==> config.mk <==
export PLATFORM = sky130hd
export DESIGN_NAME = gpm_gpio_top
export DESIGN_NICKNAME = d
export VERILOG_FILES = /design/src/rtl/gpm_pkg.sv /design/src/rtl/gpm_gpio_top.sv
export SDC_FILE = /design/constraint.sdc
export NUM_CORES = 1
export LEC_CHECK = 0
export BUFFER_PORTS_ARGS = -buffer_cell sky130_fd_sc_hd__buf_2
export CORE_UTILIZATION = 55
export CTS_CLUSTER_DIAMETER = 60
export CTS_CLUSTER_SIZE = 28
export DETAILED_ROUTE_END_ITERATION = 7
export HOLD_SLACK_MARGIN = 0.08
export PLACE_DENSITY = 0.83
export RECOVER_POWER = 25
export SETUP_SLACK_MARGIN = 0.5
export SKIP_LAST_GASP = 1
export SLEW_MARGIN = 20
export SYNTH_ARGS = -nofsm -noshare
export SYNTH_HDL_FRONTEND = slang
export SYNTH_SLANG_ARGS = --single-unit
export TNS_END_PERCENT = 10
==> constraint.sdc <==
create_clock -name pclk -period 1.55 [get_ports pclk]
set_input_delay 0.155 -clock pclk [delete_from_list [all_inputs] [get_ports pclk]]
set_output_delay 0.155 -clock pclk [all_outputs]
set_load 0.005 [all_outputs]
==> src/rtl/gpm_pkg.sv <==
// constants, field layouts and carrier types for the nine-pin port block
// assumes a 32-bit apb register bus with byte addresses
package gpm_pkg;
  localparam int GPM_NPIN = 9;
  localparam int GPM_DW = 13;
  localparam int GPM_NLED = 4;
  localparam int GPM_NFN = 4;
  localparam int GPM_AW = 8;
  // register byte offsets
  localparam logic [7:0] GPM_OFS_DATA = 8'h00;
  localparam logic [7:0] GPM_OFS_OE = 8'h04;
  localparam logic [7:0] GPM_OFS_WMASK = 8'h08;
  localparam logic [7:0] GPM_OFS_TYPE = 8'h10;
  localparam logic [7:0] GPM_OFS_POL = 8'h14;
  localparam logic [7:0] GPM_OFS_COND = 8'h20;
  localparam logic [7:0] GPM_OFS_MASK = 8'h24;
  localparam logic [7:0] GPM_OFS_PEND = 8'h28;
  localparam logic [7:0] GPM_OFS_DSET = 8'h30;
  localparam logic [7:0] GPM_OFS_OESET = 8'h34;
  localparam logic [7:0] GPM_OFS_DCLR = 8'h38;
  localparam logic [7:0] GPM_OFS_OECLR = 8'h3c;
  localparam logic [7:0] GPM_OFS_FUNC = 8'h50;
  // reset values
  localparam logic [12:0] GPM_RST_DATA = 13'h0000;
  localparam logic [8:0] GPM_RST_9 = 9'h000;
  localparam logic [8:0] GPM_RST_WMASK = 9'h1ff;
  localparam logic [31:0] GPM_RST_FUNC = 32'h0000_0000;
  // function register layout: one byte lane per pin
  localparam int GPM_FN_STRIDE = 8;
  localparam int GPM_FN_SEL_LSB = 0;
  localparam int GPM_FN_PULL_LSB = 3;
  localparam int GPM_FN_SLOW_BIT = 5;
  localparam logic [31:0] GPM_FN_WR_MASK = 32'h3f3f_3f3f;
  // led bits sit above the pin bits of the data field
  localparam int GPM_LED_LSB = 9;

  typedef enum logic [2:0] {
    GPM_FN_GPIO = 3'b000,
    GPM_FN_I2CM = 3'b011,
    GPM_FN_I2CS = 3'b100,
    GPM_FN_UART = 3'b101,
    GPM_FN_ANA = 3'b111
  } gpm_func_t;

  typedef enum logic [1:0] {
    GPM_PULL_NONE = 2'b00,
    GPM_PULL_UP = 2'b01,
    GPM_PULL_DOWN = 2'b10,
    GPM_PULL_KEEP = 2'b11
  } gpm_pull_t;

  // per-pin electrical setting sent to the pad
  typedef struct packed {
    logic pull_up;
    logic pull_down;
    logic keeper;
    logic slow;
    logic analog;
  } gpm_pad_cfg_t;

  // drive offered by an on-chip peripheral to a pin
  typedef struct packed {
    logic out;
    logic oe;
  } gpm_drive_t;
endpackage

==> src/rtl/gpm_gpio_top.sv <==
// nine-pin general purpose port with masked writes, set/clear strobes,
// per-pin interrupt detection and a pin function selector for pins 0..3
// assumes pad inputs already synchronous to pclk and a zero-wait apb master
//
// Added by the designer: the APB interface to the registers.
`timescale 1ns/1ps

// Operation
// RULE_01: data register reads return the live pin levels, not written values
// RULE_02: data bits 12:9 drive led pins when front end on and leds enabled
// RULE_03: drive-enable bit one makes the pin output, zero makes it input
// RULE_04: data and drive-enable writes change only mask-selected bits; mask resets 0x1ff; led data bits 12:9 are written unmasked
// RULE_05: sense-type bit zero means level detection, one means edge detection
// RULE_06: level conditions follow the pin; edge conditions stay until software clears
// RULE_07: polarity zero means low or falling, one means high or rising
// RULE_08: condition register shows fulfilled conditions; writing one clears latched edge
// RULE_09: interrupt mask bit one enables the pin interrupt, zero blocks it
// RULE_10: pending bits are ORed into the single interrupt output
// RULE_11: writing ones to data-set strobe sets those data bits only
// RULE_12: writing ones to drive-enable set strobe sets those bits only
// RULE_13: writing ones to data-clear strobe clears those data bits only
// RULE_14: writing ones to drive-enable clear strobe clears those bits only
// RULE_15: pins 0..3 have 3-bit function fields at 2:0,10:8,18:16,26:24, reset zero
// RULE_16: function codes route pin: 0 port, 3 i2c master, 4 i2c slave, 5 uart, 7 analog
// RULE_17: pins 0..3 have 2-bit pull fields at 4:3,12:11,20:19,28:27, reset zero
// RULE_18: pull codes: 0 none, 1 weak up, 2 weak down, 3 keeper
// RULE_19: pins 0..3 have slew bits 5,13,21,29; zero fast, one slow
// RULE_20: each pending bit is condition bit ANDed with its mask bit
// RULE_21: set and clear strobes ignore zero bits and read back as zero
module gpm_gpio_top
  import gpm_pkg::*;
(
  input wire logic pclk,
  input wire logic presetn,
  input wire logic psel,
  input wire logic penable,
  input wire logic pwrite,
  input wire logic [GPM_AW-1:0] paddr,
  input wire logic [31:0] pwdata,
  output logic [31:0] prdata,
  output logic pready,
  output logic pslverr,
  input wire logic [GPM_NPIN-1:0] pin_in,
  output logic [GPM_NPIN-1:0] pin_out,
  output logic [GPM_NPIN-1:0] pin_oe_n,
  output gpm_pad_cfg_t [GPM_NFN-1:0] pad_cfg,
  input wire logic [GPM_NLED-1:0] led_pin_in,
  output logic [GPM_NLED-1:0] led_out,
  input wire logic analog_front_end_on,
  input wire logic led_enable,
  input wire gpm_drive_t [GPM_NFN-1:0] i2cm_drive,
  input wire gpm_drive_t [GPM_NFN-1:0] i2cs_drive,
  input wire gpm_drive_t [GPM_NFN-1:0] uart_drive,
  output logic [GPM_NFN-1:0] i2cm_in,
  output logic [GPM_NFN-1:0] i2cs_in,
  output logic [GPM_NFN-1:0] uart_in,
  output logic irq
);

  // software state
  logic [GPM_DW-1:0] data_r;
  logic [GPM_NPIN-1:0] oe_r;
  logic [GPM_NPIN-1:0] wmask_r;
  logic [GPM_NPIN-1:0] type_r;
  logic [GPM_NPIN-1:0] pol_r;
  logic [GPM_NPIN-1:0] cond_r;
  logic [GPM_NPIN-1:0] imask_r;
  logic [31:0] func_r;
  logic [GPM_NPIN-1:0] prev_r;

  // bus decode
  logic wr_acc;
  logic rd_setup;
  logic [GPM_NPIN-1:0] pend;
  logic [GPM_NPIN-1:0] level_hit;
  logic [GPM_NPIN-1:0] edge_hit;
  logic [GPM_NPIN-1:0] cond_clr;
  logic [GPM_NPIN-1:0] wm9;
  logic [GPM_DW-1:0] wm13;
  logic [31:0] rd_nxt;
  logic err_nxt;

  // pin output path
  logic [GPM_NPIN-1:0] out_nxt;
  logic [GPM_NPIN-1:0] oe_nxt;
  gpm_pad_cfg_t [GPM_NFN-1:0] cfg_nxt;

  // function field of pin p
  function automatic gpm_func_t fsel(input logic [31:0] f, input int p);
    fsel = gpm_func_t'(f[p*GPM_FN_STRIDE+GPM_FN_SEL_LSB +: 3]);
  endfunction

  // pull field of pin p
  function automatic gpm_pull_t fpull(input logic [31:0] f, input int p);
    fpull = gpm_pull_t'(f[p*GPM_FN_STRIDE+GPM_FN_PULL_LSB +: 2]);
  endfunction

  // address a matches register offset o
  function automatic logic hit(input logic [7:0] a, input logic [7:0] o);
    hit = (a == o);
  endfunction

  assign wr_acc = psel & penable & pwrite;
  assign rd_setup = psel & ~penable;
  // full 13-bit data field, masked over the nine pin bits
  assign wm9 = wmask_r;
  assign wm13 = {{(GPM_DW-GPM_NPIN){1'b1}}, wmask_r};

  // data register: masked write and set/clear strobes
  always_ff @(posedge pclk or negedge presetn) begin
    if (!presetn) begin
      data_r <= GPM_RST_DATA;
    end else if (wr_acc) begin
      if (hit(paddr, GPM_OFS_DATA)) begin
        data_r <= (data_r & ~wm13) | (pwdata[GPM_DW-1:0] & wm13); // RULE_04
      end else if (hit(paddr, GPM_OFS_DSET)) begin
        data_r <= data_r | pwdata[GPM_DW-1:0]; // RULE_11
      end else if (hit(paddr, GPM_OFS_DCLR)) begin
        data_r <= data_r & ~pwdata[GPM_DW-1:0]; // RULE_13
      end
    end
  end

  // drive-enable register: masked write and set/clear strobes
  always_ff @(posedge pclk or negedge presetn) begin
    if (!presetn) begin
      oe_r <= GPM_RST_9;
    end else if (wr_acc) begin
      if (hit(paddr, GPM_OFS_OE)) begin
        oe_r <= (oe_r & ~wm9) | (pwdata[GPM_NPIN-1:0] & wm9); // RULE_04
      end else if (hit(paddr, GPM_OFS_OESET)) begin
        oe_r <= oe_r | pwdata[GPM_NPIN-1:0]; // RULE_12
      end else if (hit(paddr, GPM_OFS_OECLR)) begin
        oe_r <= oe_r & ~pwdata[GPM_NPIN-1:0]; // RULE_14
      end
    end
  end

  // write mask applied to later data and drive-enable writes
  always_ff @(posedge pclk or negedge presetn) begin
    if (!presetn) begin
      wmask_r <= GPM_RST_WMASK; // RULE_04
    end else if (wr_acc && hit(paddr, GPM_OFS_WMASK)) begin
      wmask_r <= pwdata[GPM_NPIN-1:0];
    end
  end

  // sense type per pin: level or edge
  always_ff @(posedge pclk or negedge presetn) begin
    if (!presetn) begin
      type_r <= GPM_RST_9;
    end else if (wr_acc && hit(paddr, GPM_OFS_TYPE)) begin
      type_r <= pwdata[GPM_NPIN-1:0]; // RULE_05
    end
  end

  // polarity per pin: low/falling or high/rising
  always_ff @(posedge pclk or negedge presetn) begin
    if (!presetn) begin
      pol_r <= GPM_RST_9;
    end else if (wr_acc && hit(paddr, GPM_OFS_POL)) begin
      pol_r <= pwdata[GPM_NPIN-1:0]; // RULE_07
    end
  end

  // interrupt enable mask per pin
  always_ff @(posedge pclk or negedge presetn) begin
    if (!presetn) begin
      imask_r <= GPM_RST_9;
    end else if (wr_acc && hit(paddr, GPM_OFS_MASK)) begin
      imask_r <= pwdata[GPM_NPIN-1:0]; // RULE_09
    end
  end

  // function, pull and slew fields of pins 0..3; unused bits stay zero
  always_ff @(posedge pclk or negedge presetn) begin
    if (!presetn) begin
      func_r <= GPM_RST_FUNC; // RULE_15 RULE_17
    end else if (wr_acc && hit(paddr, GPM_OFS_FUNC)) begin
      func_r <= pwdata & GPM_FN_WR_MASK; // RULE_15 RULE_17 RULE_19
    end
  end

  // previous pin level for edge detection
  always_ff @(posedge pclk or negedge presetn) begin
    if (!presetn) begin
      prev_r <= GPM_RST_9;
    end else begin
      prev_r <= pin_in;
    end
  end

  // condition detection per pin
  assign level_hit = ~(pin_in ^ pol_r); // RULE_07
  assign edge_hit = (pin_in ^ prev_r) & ~(pin_in ^ pol_r); // RULE_07
  assign cond_clr = (wr_acc && hit(paddr, GPM_OFS_COND)) ? pwdata[GPM_NPIN-1:0] : '0;

  // condition status: level follows pin, edge latches; new edge beats clear
  always_ff @(posedge pclk or negedge presetn) begin
    if (!presetn) begin
      cond_r <= GPM_RST_9;
    end else begin
      cond_r <= (~type_r & level_hit) // RULE_05 RULE_06
              | (type_r & (edge_hit | (cond_r & ~cond_clr))); // RULE_06 RULE_08
    end
  end

  assign pend = cond_r & imask_r; // RULE_09 RULE_20

  // interrupt line
  always_ff @(posedge pclk or negedge presetn) begin
    if (!presetn) begin
      irq <= 1'b0;
    end else begin
      irq <= |pend; // RULE_10
    end
  end

  // read mux; strobes and unmapped addresses read zero
  always_comb begin
    rd_nxt = 32'h0000_0000;
    err_nxt = 1'b0;
    unique case (paddr)
      GPM_OFS_DATA: rd_nxt[GPM_DW-1:0] = {led_pin_in, pin_in}; // RULE_01
      GPM_OFS_OE: rd_nxt[GPM_NPIN-1:0] = oe_r;
      GPM_OFS_WMASK: rd_nxt[GPM_NPIN-1:0] = wmask_r;
      GPM_OFS_TYPE: rd_nxt[GPM_NPIN-1:0] = type_r;
      GPM_OFS_POL: rd_nxt[GPM_NPIN-1:0] = pol_r;
      GPM_OFS_COND: rd_nxt[GPM_NPIN-1:0] = cond_r; // RULE_08
      GPM_OFS_MASK: rd_nxt[GPM_NPIN-1:0] = imask_r;
      GPM_OFS_PEND: rd_nxt[GPM_NPIN-1:0] = pend;
      GPM_OFS_DSET, GPM_OFS_OESET, GPM_OFS_DCLR, GPM_OFS_OECLR: begin
        rd_nxt = 32'h0000_0000; // RULE_21
      end
      GPM_OFS_FUNC: rd_nxt = func_r;
      default: err_nxt = 1'b1;
    endcase
  end

  // apb ready: zero wait states once out of reset
  always_ff @(posedge pclk or negedge presetn) begin
    if (!presetn) begin
      pready <= 1'b0;
    end else begin
      pready <= 1'b1;
    end
  end

  // read data captured in the setup cycle, held until the next setup
  always_ff @(posedge pclk or negedge presetn) begin
    if (!presetn) begin
      prdata <= 32'h0000_0000;
    end else if (rd_setup) begin
      prdata <= pwrite ? 32'h0000_0000 : rd_nxt;
    end
  end

  // unmapped offsets answer with an error, reads and writes alike
  always_ff @(posedge pclk or negedge presetn) begin
    if (!presetn) begin
      pslverr <= 1'b0;
    end else if (rd_setup) begin
      pslverr <= err_nxt;
    end
  end

  // pin routing: pins 0..3 follow their function, the rest are port pins
  always_comb begin
    out_nxt = data_r[GPM_NPIN-1:0];
    oe_nxt = oe_r; // RULE_03
    cfg_nxt = '0;
    for (int p = 0; p < GPM_NFN; p++) begin
      unique case (fsel(func_r, p))
        GPM_FN_I2CM: begin
          out_nxt[p] = i2cm_drive[p].out; // RULE_16
          oe_nxt[p] = i2cm_drive[p].oe;
        end
        GPM_FN_I2CS: begin
          out_nxt[p] = i2cs_drive[p].out; // RULE_16
          oe_nxt[p] = i2cs_drive[p].oe;
        end
        GPM_FN_UART: begin
          out_nxt[p] = uart_drive[p].out; // RULE_16
          oe_nxt[p] = uart_drive[p].oe;
        end
        GPM_FN_ANA: begin
          oe_nxt[p] = 1'b0; // RULE_16
          cfg_nxt[p].analog = 1'b1;
        end
        default: begin
          out_nxt[p] = data_r[p];
        end
      endcase
      cfg_nxt[p].pull_up = (fpull(func_r, p) == GPM_PULL_UP); // RULE_18
      cfg_nxt[p].pull_down = (fpull(func_r, p) == GPM_PULL_DOWN); // RULE_18
      cfg_nxt[p].keeper = (fpull(func_r, p) == GPM_PULL_KEEP); // RULE_18
      cfg_nxt[p].slow = func_r[p*GPM_FN_STRIDE+GPM_FN_SLOW_BIT]; // RULE_19
    end
  end

  // pad output value
  always_ff @(posedge pclk or negedge presetn) begin
    if (!presetn) begin
      pin_out <= '0;
    end else begin
      pin_out <= out_nxt;
    end
  end

  // pad drive enable, active low; every pin released while in reset
  always_ff @(posedge pclk or negedge presetn) begin
    if (!presetn) begin
      pin_oe_n <= '1;
    end else begin
      pin_oe_n <= ~oe_nxt; // RULE_03
    end
  end

  // pad electrical settings for pins 0..3
  always_ff @(posedge pclk or negedge presetn) begin
    if (!presetn) begin
      pad_cfg <= '0;
    end else begin
      pad_cfg <= cfg_nxt;
    end
  end

  // peripheral inputs see the pin only when the pin is routed to them
  generate
    for (genvar g = 0; g < GPM_NFN; g++) begin : g_route
      always_ff @(posedge pclk or negedge presetn) begin
        if (!presetn) begin
          i2cm_in[g] <= 1'b1;
          i2cs_in[g] <= 1'b1;
          uart_in[g] <= 1'b1;
        end else begin
          i2cm_in[g] <= (fsel(func_r, g) == GPM_FN_I2CM) ? pin_in[g] : 1'b1; // RULE_16
          i2cs_in[g] <= (fsel(func_r, g) == GPM_FN_I2CS) ? pin_in[g] : 1'b1; // RULE_16
          uart_in[g] <= (fsel(func_r, g) == GPM_FN_UART) ? pin_in[g] : 1'b1; // RULE_16
        end
      end
    end
  endgenerate

  // led pins carry the top data bits while front end and leds are on
  always_ff @(posedge pclk or negedge presetn) begin
    if (!presetn) begin
      led_out <= '0;
    end else if (analog_front_end_on && led_enable) begin
      led_out <= data_r[GPM_DW-1:GPM_LED_LSB]; // RULE_02
    end else begin
      led_out <= '0;
    end
  end

endmodule

==> metrics <==
standard-cell row count=44; clock buffer count from CTS=17; placed instance area=9719 um2; CORE AREA=between 10,000 and 15,000 um2; worst reg2reg path depth=5; Post-DP HPWL=15,720 um; maximum number of pins on one net before global-route repair=75; worst r2r src=wm9[0]; multiplexer share of the synthesized area=between 10% and 20%; final instance area=11,700 um2; total number of vias=~7,600; Worst-path clk slew=0.07 ns; complex-gate fraction of the synthesized area=~15%; synth unique cells=62; Synth Cell Area=8217 um2; CP dominant cell by count=a211oi_2; slowest library cell on the worst path=dfstp_2; die area=about 15,000 um2; WL/cell=around 22 um; sequential share of the synthesized area=between 50% and 60%; skew final=~0.0076 ns; YS warnings=0; die height=roughly 120 um; clock buffer depth=2; CP Launch Type=flop; Nets=roughly 1,100; Post-synth EDFFs=0; Detail Route Antenna Nets=0; worst path cell trace=mux2_4, a221oi_4, a211oi_2, a211oi_2, o21ai_1; share of cells above drive strength 1=roughly 44%; Hold Path Depth=3; Core Util, Final=between 80% and 90%; clock root cell=clkbuf_16; FF+latch count, synth=roughly 180; Post-Synth Adder-Cell Area=0%; Sink Count=183; vias in the first global route=7,267; WL final=about 27,000 um; Ant. Diodes=0; pre-CTS setup slack=-0.2773 ns; worst-path fanout max=2; Peak VDD IR=approximately 0.00074 V; Hold Crit Class=input pin to flop; Syn Area/Cell=approximately 11 um2; starting DRC count in detailed routing=between 800 and 900; cell count after synthesis=726; Slew @ Worst Pin=approximately 0.75 ns; Slew HR=approximately 50%; first-pass GRT wire length=just under 40,000 um; Reg-to-Reg End=prdata[0]; Layout area overhead=42.42%; Vias/cell=roughly 6.2; WP data required=approximately 1.9 ns; TritonRoute pass-1 iters=8; worst stage delay on the critical path=between 0.3 and 0.4 ns; htree depth=4; simple-gate share of the synthesized area=between 10% and 20%; CTS tree=yes; Port Buffers=160; Cell Pwr Density=a little under 900 nW/um2; kind of critical path=flop to flop; count of final max-slew check failures=0; Die W=roughly 120 um; DRC=0; Setup WS post-layout=0.1297 ns; Setup Viol. Count Final=0; Leak=about 5.7 nW; GP Congestion=approximately 0.95; CP top delay family=compound AO/OA/AOI/OAI gates; Post-Synth XOR/XNOR Area=0%; Total GRT Usage=about a third; Critical path buffers and inverters=0; initial antenna violation count=0; CP arrival=1.74 ns; status=complete, no violations; total power=10.39 mW; Overflow after GRT=0; Peak Freq=approximately 700 MHz; fin crit period=between 1 and 1.5 ns; R2R Setup Slk=approximately 0.13 ns; Worst Setup End Kind=flop; Period Utilization, post-route=91.64%; RSZ-0062 raised after global routing=yes; largest family of logic cells by synthesized area=compound AO/OA/AOI/OAI gates; Post-synth ARST share=between 90% and 100%; Worst-Skew Late Latency=roughly 0.44 ns; I/O pin count=173; hold path start=pwdata[2]; starting density of the core=a little under three fifths; ys flop type=dfrtp_1; Max Cap Viol=0; hold violation count in the final report=0
## cells in the final DEF (no fill, tap or decap), types with 6 or more instances in the layout
cell type,instances
dfrtp_1,150
and2_1,6
a21oi_1,16
nand2_1,55
mux2i_1,31
a22o_1,20
buf_12,13
mux2_2,56
clkbuf_1,10
nor2_1,14
a22oi_1,10
o21ai_0,42
buf_4,73
dfstp_2,30
buf_2,143
nand3_1,19
conb_1,7
clkbuf_16,19
dlygate4sd3_1,53
buf_6,25
or3_1,6
nor2b_1,15
inv_1,21
and3_1,11
o21ai_2,14
o21ai_1,35
## cell type report
| type | instances | area, um2 |
|---|---|---|
| Clock buffer | 18 | 429.2 |
| Clock inverter | 14 | 175.2 |
| Fill cell | 799 | 2831 |
| Inverter | 21 | 78.83 |
| Multi-Input combinational cell | 477 | 3651 |
| Sequential cell | 183 | 4621 |
| Tap cell | 184 | 230.2 |
| Timing Repair Buffer | 325 | 2517 |
## worst register-to-register path, delay by kind of cell, from the launching register on
kind	cells	cell delay, ns
compound gates	4	0.65
flops	1	0.38
mux	1	0.28
## synthesized netlist by cell type (9+ instances only)
library cell  number  area share (%)
dfrtp_1          153              47
o21ai_0           82             5.0
mux2_2            58             7.9
nand2_1           57             2.6
mux2i_1           34             4.1
dfstp_2           30             9.6
clkbuf_1          24             1.1
inv_1             21            0.96
nand3_1           21             1.3
a22o_1            20             2.1
nor2_1            20            0.91
buf_2             17             1.0
a21oi_1           16            0.97
nor2b_1           16             1.2
a22oi_1           13             1.2
and3_1            12            0.91
o21ai_1            9            0.55
## worst max-delay path by stage
stage | from | end | slack [ns] | cells past startpoint
5_1_grt | presetn | func_r[24] | 0.07 | 3
6_report | wm9[0] | prdata[0] | 0.13 | 5
3_5_place_dp | paddr[1] | flop | -0.28 | 6
4_1_cts | type_r[4] | prdata[4] | 0.15 | 5
2_1_floorplan | paddr[1] | flop | -0.20 | 8
3_3_place_gp | paddr[1] | flop | -0.20 | 6
## cell families after synthesis
family / count (synthesis)
other: 2
multiplexers: 94
AO/OA/AOI/OAI: 189
buffers and inverters: 73
flip-flops: 183
AND/OR/NAND/NOR: 185
## layer usage
layer  up-vias  track usage (%)  routed length (um)
met5         -                0                   0
met4         0            13.61                1334
met3       134            6.724                2261
met2       527            54.53               13200
met1      3691            42.69               10240
li1       3219                -                   -
## through the flow
stage                     hold slack (ns)  TNS (ns)  cells
after floorplan                   -0.1406    -8.133    731
after global placement           -0.04179    -10.20   1097
after detailed placement         -0.04068    -12.83   1097
after CTS                         0.08395         0   1199
after global routing               0.1068         0   1222
final                             0.09400         0   1222
## report_power, final
part	switching [mW]	leakage (nW)	total, mW	internal (mW)
combinational	0.505	3.02	0.957	0.452
clock	1.91	0.293	4.47	2.56
sequential	0.0850	2.39	4.96	4.88
## what timing repair did
item / 4_1_cts / 5_1_grt
cloned: 5 / 3
pin swaps: 24 / 23
endpoints found under the setup margin: 213 / 217
endpoints found under the hold margin: 239 / 0
hold buffers: 53 / 0
buffers inserted: 12 / 20
resized for setup: 76 / 102
Power figures use the tool's default switching activity.
